**config.mk**
```make
export PLATFORM = sky130hd
export DESIGN_NAME = interrupt_vector_queue_unit
export DESIGN_NICKNAME = d
export VERILOG_FILES = /design/src/ivq_pkg.sv /design/src/ivq_fifo.sv /design/src/interrupt_vector_queue_unit.sv
export SDC_FILE = /design/constraint.sdc
export NUM_CORES = 2
export LEC_CHECK = 0
export BUFFER_PORTS_ARGS = -buffer_cell sky130_fd_sc_hd__buf_2
export CAP_MARGIN = 20
export CORE_ASPECT_RATIO = 1.2
export CORE_MARGIN = 10
export CORE_UTILIZATION = 60
export CTS_CLUSTER_SIZE = 24
export DETAILED_ROUTE_END_ITERATION = 6
export PLACE_DENSITY_LB_ADDON = 0.3
export SYNTH_ARGS = -nofsm -noshare
export SYNTH_HDL_FRONTEND = slang
export SYNTH_SLANG_ARGS = --single-unit
```
**constraint.sdc**
```tcl
create_clock -name mclk_in -period 29.3 [get_ports mclk_in]
set_input_delay 5.86 -clock mclk_in [delete_from_list [all_inputs] [get_ports mclk_in]]
set_output_delay 5.86 -clock mclk_in [all_outputs]
set_load 0.01 [all_outputs]
```
**src/ivq_pkg.sv**
```systemverilog
// Constants, register map and vector codes of the interrupt vector queue unit.
// Assumes one clock domain shared by all internal sources and the host side.
package ivq_pkg;
  localparam int          IVQ_FIFO_DEPTH = 16;
  localparam int          VEC_W          = 32;
  localparam int          NUM_QUEUES     = 10;
  localparam int          NUM_SRC        = 5;
  localparam int          ADDR_W         = 8;
  localparam int          PTR_W          = 8;

  localparam logic [7:0]  OFF_STATUS     = 8'h00;
  localparam logic [7:0]  OFF_MASK       = 8'h04;
  localparam logic [7:0]  OFF_QLEN       = 8'h08;
  localparam logic [7:0]  OFF_LEVEL      = 8'h0c;
  localparam logic [1:0]  BASE_PAGE      = 2'h1;

  localparam logic [9:0]  MASK_RESET     = 10'h3ff;
  localparam logic [7:0]  QLEN_RESET     = 8'h10;

  localparam logic [3:0]  CODE_CFG       = 4'ha;
  localparam logic [3:0]  CODE_SYNC      = 4'hc;
  localparam logic [3:0]  CODE_LOCAL     = 4'hd;
  localparam logic [3:0]  CODE_PORT      = 4'hf;
  localparam logic [3:0]  TAG_DMA        = 4'h2;

  localparam logic [3:0]  Q_CFG          = 4'h8;
  localparam logic [3:0]  Q_PERIPH       = 4'h9;

  localparam int          SRC_CFG        = 0;
  localparam int          SRC_CHAN       = 1;
  localparam int          SRC_SYNC       = 2;
  localparam int          SRC_LOCAL      = 3;
  localparam int          SRC_PORT       = 4;

  typedef enum logic [0:0] {
    WR_IDLE = 1'b0,
    WR_BUSY = 1'b1
  } wr_state_t;
endpackage

```
**src/ivq_fifo.sv**
```systemverilog
// Central vector FIFO with valid/ready on both sides.
// Assumes push and pop come from logic on the same clock.
`timescale 1ns/100ps
`default_nettype none
module ivq_fifo #(
  parameter int WIDTH = 32,
  parameter int DEPTH = 16
) (
  input  wire logic                       clk_in,
  input  wire logic                       rst_in,
  input  wire logic                       in_valid_in,
  output logic                            in_ready_out,
  input  wire logic [WIDTH-1:0]           in_data_in,
  output logic                            out_valid_out,
  input  wire logic                       out_ready_in,
  output logic [WIDTH-1:0]                out_data_out,
  output logic [$clog2(DEPTH+1)-1:0]      level_out
);
  localparam int PW = $clog2(DEPTH);
  localparam int LW = $clog2(DEPTH+1);

  if (DEPTH < 2 || (1 << PW) != DEPTH) begin : g_chk
    $error("ivq_fifo depth must be a power of two of at least two");
  end

  logic [WIDTH-1:0] mem [DEPTH];
  logic [PW-1:0]    wr_ptr;
  logic [PW-1:0]    rd_ptr;
  logic [LW-1:0]    count;
  logic [PW-1:0]    next_wr_ptr;
  logic [PW-1:0]    next_rd_ptr;
  logic [LW-1:0]    next_count;
  logic             push;
  logic             pop;

  always_comb begin
    push         = in_valid_in && (count != LW'(DEPTH));
    pop          = out_ready_in && (count != '0);
    next_wr_ptr  = push ? wr_ptr + PW'(1) : wr_ptr;
    next_rd_ptr  = pop ? rd_ptr + PW'(1) : rd_ptr;
    next_count   = count + LW'(push) - LW'(pop);
    in_ready_out  = (count != LW'(DEPTH));
    out_valid_out = (count != '0);
    out_data_out  = mem[rd_ptr];
    level_out     = count;
  end

  always_ff @(posedge clk_in or posedge rst_in) begin
    if (rst_in) begin
      wr_ptr <= '0;
      rd_ptr <= '0;
      count  <= '0;
    end else begin
      wr_ptr <= next_wr_ptr;
      rd_ptr <= next_rd_ptr;
      count  <= next_count;
    end
  end

  // Storage needs no reset; a word is read only after it was written.
  always_ff @(posedge clk_in) begin
    if (push) begin
      mem[wr_ptr] <= in_data_in;
    end
  end
endmodule // ivq_fifo
`default_nettype wire

```
**src/interrupt_vector_queue_unit.sv**
```systemverilog
// Interrupt vector queue unit: formats source vectors, buffers them and
// writes them into ten circular queues in host memory.
// Assumes sources, register port and memory port share mclk_in.
`timescale 1ns/100ps
`default_nettype none
module interrupt_vector_queue_unit
  import ivq_pkg::*;
#(
  parameter int FIFO_DEPTH = IVQ_FIFO_DEPTH
) (
  input  wire logic               mclk_in,
  input  wire logic               rst_in,
  input  wire logic [ADDR_W-1:0]  reg_addr_in,
  input  wire logic [31:0]        reg_wdata_in,
  input  wire logic               reg_wr_in,
  input  wire logic               reg_rd_in,
  output logic [31:0]             reg_rdata_out,
  input  wire logic [NUM_SRC-1:0] src_valid_in,
  output logic [NUM_SRC-1:0]      src_grant_out,
  input  wire logic               cfg_failed_in,
  input  wire logic [2:0]         channel_identifier_in,
  input  wire logic               chan_is_dma_in,
  input  wire logic [18:0]        channel_event_status_in,
  input  wire logic               sync_serial_dir_in,
  input  wire logic               sync_serial_sel_in,
  input  wire logic [2:0]         sync_serial_flags_in,
  input  wire logic [15:0]        sync_serial_control_status_in,
  input  wire logic [15:0]        sync_serial_receive_buffer_in,
  input  wire logic [15:0]        port_data_register_in,
  output logic                    mem_req_out,
  output logic [31:0]             mem_addr_out,
  output logic [VEC_W-1:0]        mem_data_out,
  input  wire logic               mem_ack_in,
  output logic                    irq_out
);
  localparam int LW = $clog2(FIFO_DEPTH+1);

  if (FIFO_DEPTH < 2 || FIFO_DEPTH > 256 ||
      (FIFO_DEPTH & (FIFO_DEPTH - 1)) != 0) begin : g_chk
    $error("FIFO_DEPTH must be a power of two from 2 to 256");
  end

  function automatic logic [3:0] queue_of(input logic [VEC_W-1:0] v);
    if (!v[31]) begin
      queue_of = {1'b0, v[30:28]};
    end else if (v[31:28] == CODE_CFG) begin
      queue_of = Q_CFG;
    end else begin
      queue_of = Q_PERIPH;
    end
  endfunction

  logic [VEC_W-1:0]  push_word;
  logic              push_valid;
  logic              push_ready;
  logic              pop_ready;
  logic              fifo_valid;
  logic [VEC_W-1:0]  fifo_word;
  logic [LW-1:0]     fifo_level;
  logic [NUM_SRC-1:0] next_grant;
  logic [15:0]       sync_low;

  // Vector formatting and source arbitration.
  always_comb begin
    push_valid = |(src_valid_in & src_grant_out);
    push_word  = '0;
    sync_low   = 16'h0000;
    if (sync_serial_sel_in) begin
      sync_low = sync_serial_control_status_in;
    end else if (sync_serial_dir_in) begin
      sync_low = sync_serial_receive_buffer_in;
    end
    if (src_grant_out[SRC_CFG]) begin
      push_word = {CODE_CFG, 26'h0, cfg_failed_in, !cfg_failed_in};
    end else if (src_grant_out[SRC_CHAN] && chan_is_dma_in) begin
      push_word = {1'b0, channel_identifier_in, TAG_DMA, 5'h00,
                   channel_event_status_in[18:16], 16'h0000};
    end else if (src_grant_out[SRC_CHAN]) begin
      push_word = {1'b0, channel_identifier_in, 9'h000,
                   channel_event_status_in};
    end else if (src_grant_out[SRC_SYNC]) begin
      push_word = {CODE_SYNC, 3'h0, sync_serial_dir_in, sync_serial_sel_in,
                   4'h0, sync_serial_flags_in, sync_low};
    end else if (src_grant_out[SRC_LOCAL]) begin
      push_word = {CODE_LOCAL, 28'h0000000};
    end else if (src_grant_out[SRC_PORT]) begin
      push_word = {CODE_PORT, 12'h000, port_data_register_in};
    end
    // A grant lasts one cycle and is never followed at once by another,
    // so the level seen here already counts every accepted vector.
    next_grant = '0;
    if (src_grant_out == '0 && fifo_level < LW'(FIFO_DEPTH)) begin
      for (int i = NUM_SRC - 1; i >= 0; i--) begin
        if (src_valid_in[i]) begin
          next_grant = NUM_SRC'(1) << i;
        end
      end
    end
  end

  always_ff @(posedge mclk_in or posedge rst_in) begin
    if (rst_in) begin
      src_grant_out <= '0;
    end else begin
      src_grant_out <= next_grant;
    end
  end

  ivq_fifo #(
    .WIDTH (VEC_W),
    .DEPTH (FIFO_DEPTH)
  ) u_fifo (
    .clk_in        (mclk_in),
    .rst_in        (rst_in),
    .in_valid_in   (push_valid),
    .in_ready_out  (push_ready),
    .in_data_in    (push_word),
    .out_valid_out (fifo_valid),
    .out_ready_in  (pop_ready),
    .out_data_out  (fifo_word),
    .level_out     (fifo_level)
  );

  logic [31:0]       base [NUM_QUEUES];
  logic [31:0]       next_base [NUM_QUEUES];
  logic [PTR_W-1:0]  wptr [NUM_QUEUES];
  logic [PTR_W-1:0]  next_wptr [NUM_QUEUES];
  logic [7:0]        qlen;
  logic [NUM_QUEUES-1:0] set_bits;
  wr_state_t         state;
  wr_state_t         next_state;
  logic [3:0]        cur_queue;
  logic [3:0]        next_queue;
  logic              next_req;
  logic [31:0]       next_addr;
  logic [VEC_W-1:0]  next_data;
  logic [PTR_W-1:0]  inc;

  // Host queue writer: one vector in flight, held until the memory acks.
  always_comb begin
    next_state = state;
    next_queue = cur_queue;
    next_req   = mem_req_out;
    next_addr  = mem_addr_out;
    next_data  = mem_data_out;
    set_bits   = '0;
    inc        = '0;
    pop_ready  = (state == WR_IDLE);
    for (int i = 0; i < NUM_QUEUES; i++) begin
      next_wptr[i] = wptr[i];
    end
    case (state)
      WR_IDLE: begin
        if (fifo_valid) begin
          next_state = WR_BUSY;
          next_queue = queue_of(fifo_word);
          next_addr  = base[queue_of(fifo_word)] +
                       {22'h0, wptr[queue_of(fifo_word)], 2'h0};
          next_data  = fifo_word;
          next_req   = 1'b1;
        end
      end
      WR_BUSY: begin
        if (mem_ack_in) begin
          inc        = wptr[cur_queue] + PTR_W'(1);
          next_wptr[cur_queue] = (inc >= qlen) ? '0 : inc;
          set_bits[cur_queue] = 1'b1;
          next_req   = 1'b0;
          next_state = WR_IDLE;
        end
      end
      default: begin
        next_state = WR_IDLE;
        next_req   = 1'b0;
      end
    endcase
  end

  always_ff @(posedge mclk_in or posedge rst_in) begin
    if (rst_in) begin
      state        <= WR_IDLE;
      cur_queue    <= '0;
      mem_req_out  <= 1'b0;
      mem_addr_out <= '0;
      mem_data_out <= '0;
      for (int i = 0; i < NUM_QUEUES; i++) begin
        wptr[i] <= '0;
      end
    end else begin
      state        <= next_state;
      cur_queue    <= next_queue;
      mem_req_out  <= next_req;
      mem_addr_out <= next_addr;
      mem_data_out <= next_data;
      for (int i = 0; i < NUM_QUEUES; i++) begin
        wptr[i] <= next_wptr[i];
      end
    end
  end

  logic [NUM_QUEUES-1:0] global_queue_status;
  logic [NUM_QUEUES-1:0] queue_mask;
  logic [NUM_QUEUES-1:0] next_status;
  logic [NUM_QUEUES-1:0] next_mask;
  logic [NUM_QUEUES-1:0] clr_bits;
  logic [7:0]            next_qlen;
  logic [31:0]           next_rdata;
  logic                  base_hit;
  logic [3:0]            base_idx;

  // Register port; a new vector wins over a clear in the same cycle.
  always_comb begin
    base_idx  = reg_addr_in[5:2];
    base_hit  = (reg_addr_in[7:6] == BASE_PAGE) &&
                (base_idx < 4'(NUM_QUEUES));
    clr_bits  = (reg_wr_in && reg_addr_in == OFF_STATUS) ?
                reg_wdata_in[NUM_QUEUES-1:0] : '0;
    next_status = (global_queue_status & ~clr_bits) | set_bits;
    next_mask = (reg_wr_in && reg_addr_in == OFF_MASK) ?
                reg_wdata_in[NUM_QUEUES-1:0] : queue_mask;
    next_qlen = (reg_wr_in && reg_addr_in == OFF_QLEN) ?
                reg_wdata_in[7:0] : qlen;
    for (int i = 0; i < NUM_QUEUES; i++) begin
      next_base[i] = base[i];
    end
    if (reg_wr_in && base_hit) begin
      next_base[base_idx] = {reg_wdata_in[31:2], 2'h0};
    end
    next_rdata = '0;
    if (reg_rd_in) begin
      if (reg_addr_in == OFF_STATUS) begin
        next_rdata = {22'h0, global_queue_status};
      end else if (reg_addr_in == OFF_MASK) begin
        next_rdata = {22'h0, queue_mask};
      end else if (reg_addr_in == OFF_QLEN) begin
        next_rdata = {24'h0, qlen};
      end else if (reg_addr_in == OFF_LEVEL) begin
        next_rdata = 32'(fifo_level);
      end else if (base_hit) begin
        next_rdata = base[base_idx];
      end
    end
  end

  always_ff @(posedge mclk_in or posedge rst_in) begin
    if (rst_in) begin
      global_queue_status <= '0;
      queue_mask    <= MASK_RESET;
      qlen          <= QLEN_RESET;
      reg_rdata_out <= '0;
      irq_out       <= 1'b0;
      for (int i = 0; i < NUM_QUEUES; i++) begin
        base[i] <= '0;
      end
    end else begin
      global_queue_status <= next_status;
      queue_mask    <= next_mask;
      qlen          <= next_qlen;
      reg_rdata_out <= next_rdata;
      irq_out       <= |(global_queue_status & queue_mask);
      for (int i = 0; i < NUM_QUEUES; i++) begin
        base[i] <= next_base[i];
      end
    end
  end
endmodule // interrupt_vector_queue_unit
`default_nettype wire

```
==> flow_summary_export.csv <==
group,metric,value,unit
flow_run,cap_viol_max_count,0,
min_path,min_path_type,"flip-flop to flip-flop",
routing,drt-initial-drc-count,3038,
layout,nNetsFinal,3612,
placement,io_buffers,221,
cts,post_cts_buffers,0,
timing,tightest_slew,1.20,ns
setup_path,regToRegSetupSlack,20.19,ns
synthesis,syn_area,43900,sq um
timing,max_slew_margin,19.9,%
setup_path,crit_path_end_kind,"flip-flop",
floorplanning,initial_core_util,60.7,%
placement,routabilityCongestion,0.940,
global_routing,grt_pass1_vias,30900,
routing,met2WireLength,59.5,mm
synthesis,synth_flop_cell,"dfrtp_1",
timing,fmax,0.110,GHz
placement,hpwl,74.2,mm
layout,drive_gt1_share,30.1,%
power,p_per_area,102,nW/um^2
global_routing,grt_pass1_wl,184,mm
placement,placed_cells,4288,
layout,area_growth,12.3,%
setup_path,crit_slowest_cell,"dfrtp_4",
timing,worst_slack,20.19,ns
layout,design_area,49300,sq um
synthesis,synth_common_cells,"dfrtp_1, nand2_1, edfxtp_1",
timing,min_period_over_period,31.1,%
cts,insertion_delay,0.69,ns
global_routing,grt_usage,28.5,%
floorplanning,pin_count,230,
synthesis,synth_top_area_share,29.0,%
layout,fill_cells,4912,
synthesis,ys_seq_area_share,58.1,%
synthesis,ys_ff_latch,936,
min_path,whs_endpoint,"mem_addr_out[11]",
global_routing,grt_antenna_before_repair,1,
placement,placed_area,46000,sq um
cts,ctsHtreeMaxLevel,3,
power,ir_worst_vdd,122,uV
synthesis,yosysUniqueCellTypes,81,
synthesis,synth_edf_count,416,
setup_path,r2r-end,"mem_addr_out[20]",
routing,wl_per_cell,27.1,um
setup_path,start_kind,"flip-flop",
routing,top_layer_used,"met4",
synthesis,yosysWarnings,0,
global_routing,grt_max_degree,184,
routing,ant_nets,0,
timing,rsz0062_at_grt,"no",
floorplanning,rows,108,
power,power.leakage,20.8,nW
cts,cts_tree,"yes",
cts,cts_max_path_buffers,3,
cts,cts_sinks,936,
min_path,hp-start,"mem_addr_out[11]",
layout,layout.cells.non_filler,4471,
min_path,worst_hold_path.num_cells,2,
setup_path,path_class,"flip-flop to flip-flop",
synthesis,netlist_instances,3299,
routing,drc,1,
timing,finalMaxSlewViolations,0,
setup_path,crit-reg2reg-launch,"u_fifo.rd_ptr[0]",
layout,utilization,68.1,%
cts,cts_hold_buf,0,
routing,wirelength,121,mm
setup_path,max_stage_delay,1.02,ns
setup_path,arrival,9.66,ns
cts,clk_pin_slew,0.06,ns
run_status,violations,"DRC",
setup_path,path_max_fanout,76,
routing,via_per_inst,6.66,
synthesis,yosysMostFrequentCell,"dfrtp_1",
routing,dr_wl_met3,10.7,mm
timing,min_period,9.11,ns
power,report.power.total,5.06,mW
setup_path,r2r_cells,27,
timing,finalSetupViolations,0,
timing,hold_viol_final,0,
floorplanning,fp.dieH,316,um
routing,dr_total_vias,29800,
cts,cts_resized,0,
synthesis,yosysTopAreaCell,"dfrtp_1",
routing,wl_met1,45.9,mm
timing,whs,0.482,ns
floorplanning,core,72400,sq um
floorplanning,die-area,84500,sq um
setup_path,required,29.85,ns
run_status,run_status,"finished, violations left",
synthesis,synth_area_per_cell,13.3,sq um
timing,fin_skew,0.0255,ns
routing,drtPass1Iterations,7,
cts,root_buffer,"clkbuf_16",
placement,post-place-ws,19.82,ns
synthesis,synth_area_leaders,"dfrtp_1, edfxtp_1, mux2_2",
global_routing,overflow,0,
timing,setup-tns-final,0,ns
synthesis,postSynth.asyncResetShare,55.6,%
cts,cts_buffers,93,
floorplanning,dieWidth,267,um
## cell type report
type / count / area [sq um] / area share [%]
clock inverter: 45 / 642 / 1.30
multi-input combinational: 2064 / 17300 / 35.1
sequential: 936 / 25500 / 51.7
clock buffer: 130 / 2610 / 5.29
tap: 935 / 1170 / 2.37
inverter: 50 / 195 / 0.396
timing repair buffer: 310 / 1880 / 3.80
antenna: 1 / 2.50 / 0.00507
## metal layers
metal,track usage (%),vias to the layer above
li1,-,12600
met1,36.1,15000
met2,47.4,1722
met3,5.29,365
met4,12.8,0
met5,0,-
## how the worst max path moves through the flow
stage                  endpoint        startpoint  slack, ns
2_1_floorplan         base[100]            rst_in       8.93
3_3_place_gp          base[305]    reg_addr_in[4]      19.95
3_5_place_dp          base[308]    reg_addr_in[4]      19.82
4_1_cts        mem_addr_out[30]  u_fifo.rd_ptr[0]      20.28
5_1_grt        mem_addr_out[28]  u_fifo.rd_ptr[0]      19.70
6_report       mem_addr_out[20]  u_fifo.rd_ptr[0]      20.19
## power breakdown
part	internal [mW]	total [mW]	switching (mW)
registers	1.56	1.71	0.143
logic	0.740	2.08	1.34
clock network	0.750	1.27	0.518
## worst max-delay path, delay by kind of cell (launching register included)
kind | cells | cell delay [ns]
compound gates | 11 | 2.56
buf+inv | 4 | 2.04
mux | 3 | 1.34
simple gates | 6 | 1.15
flops | 1 | 1.02
fa+ha+maj | 2 | 0.64
xor+xnor | 1 | 0.09
## state kept, by name, indices dropped and copies added, names as in the netlist
signal and flops:
base 300, cur_queue 3, global_queue_status 10, irq_out 1, mem_addr_out 30, mem_data_out 26, mem_req_out 1, qlen 8
queue_mask 10, reg_rdata_out 32, src_grant_out 5, state 1, u_fifo.level_out 5, u_fifo.mem 416, u_fifo.rd_ptr 4, u_fifo.wr_ptr 4
wptr 80
## logic make-up (layout without fill, tap and decap cells)
family / Yosys count / in the layout / share of synthesized area [%]
muxes: 767 / 767 / 22.5
AOI/OAI and AO/OA: 426 / 426 / 6.68
buffers and inverters: 306 / 535 / 2.90
xor gates and xnor gates: 42 / 42 / 0.837
and+or+nand+nor: 791 / 791 / 8.15
adders and majority gates: 30 / 30 / 0.888
other: 1 / 9 / 0.00853
DFF: 936 / 936 / 58.1
## cells in the final DEF (no fill, tap or decap), types with 11 or more instances in the layout
master     count
buf_2        220
mux4_2       133
nand4_1       19
inv_1         47
nand3_1       79
bufinv_16     14
nor2_1        96
and2_1        34
xnor2_1       32
o221ai_1      46
clkbuf_16     94
dfrtp_1      505
clkbuf_1      23
a22oi_1       14
clkinv_2      17
clkbuf_8      15
o21ai_1       15
a221oi_1      33
a21o_1        15
o22ai_1       34
nand2b_1      12
nor3_1        19
dfstp_2       11
and3_1        25
ha_1          28
a32oi_1       15
nor2_2        12
a21oi_1       41
o21ai_0      112
mux2i_1      223
a311oi_1      17
a31oi_1       29
edfxtp_1     416
buf_4         81
mux2_2       407
nor2b_1       17
nand2_1      428
(Power assumes the default switching activity.)
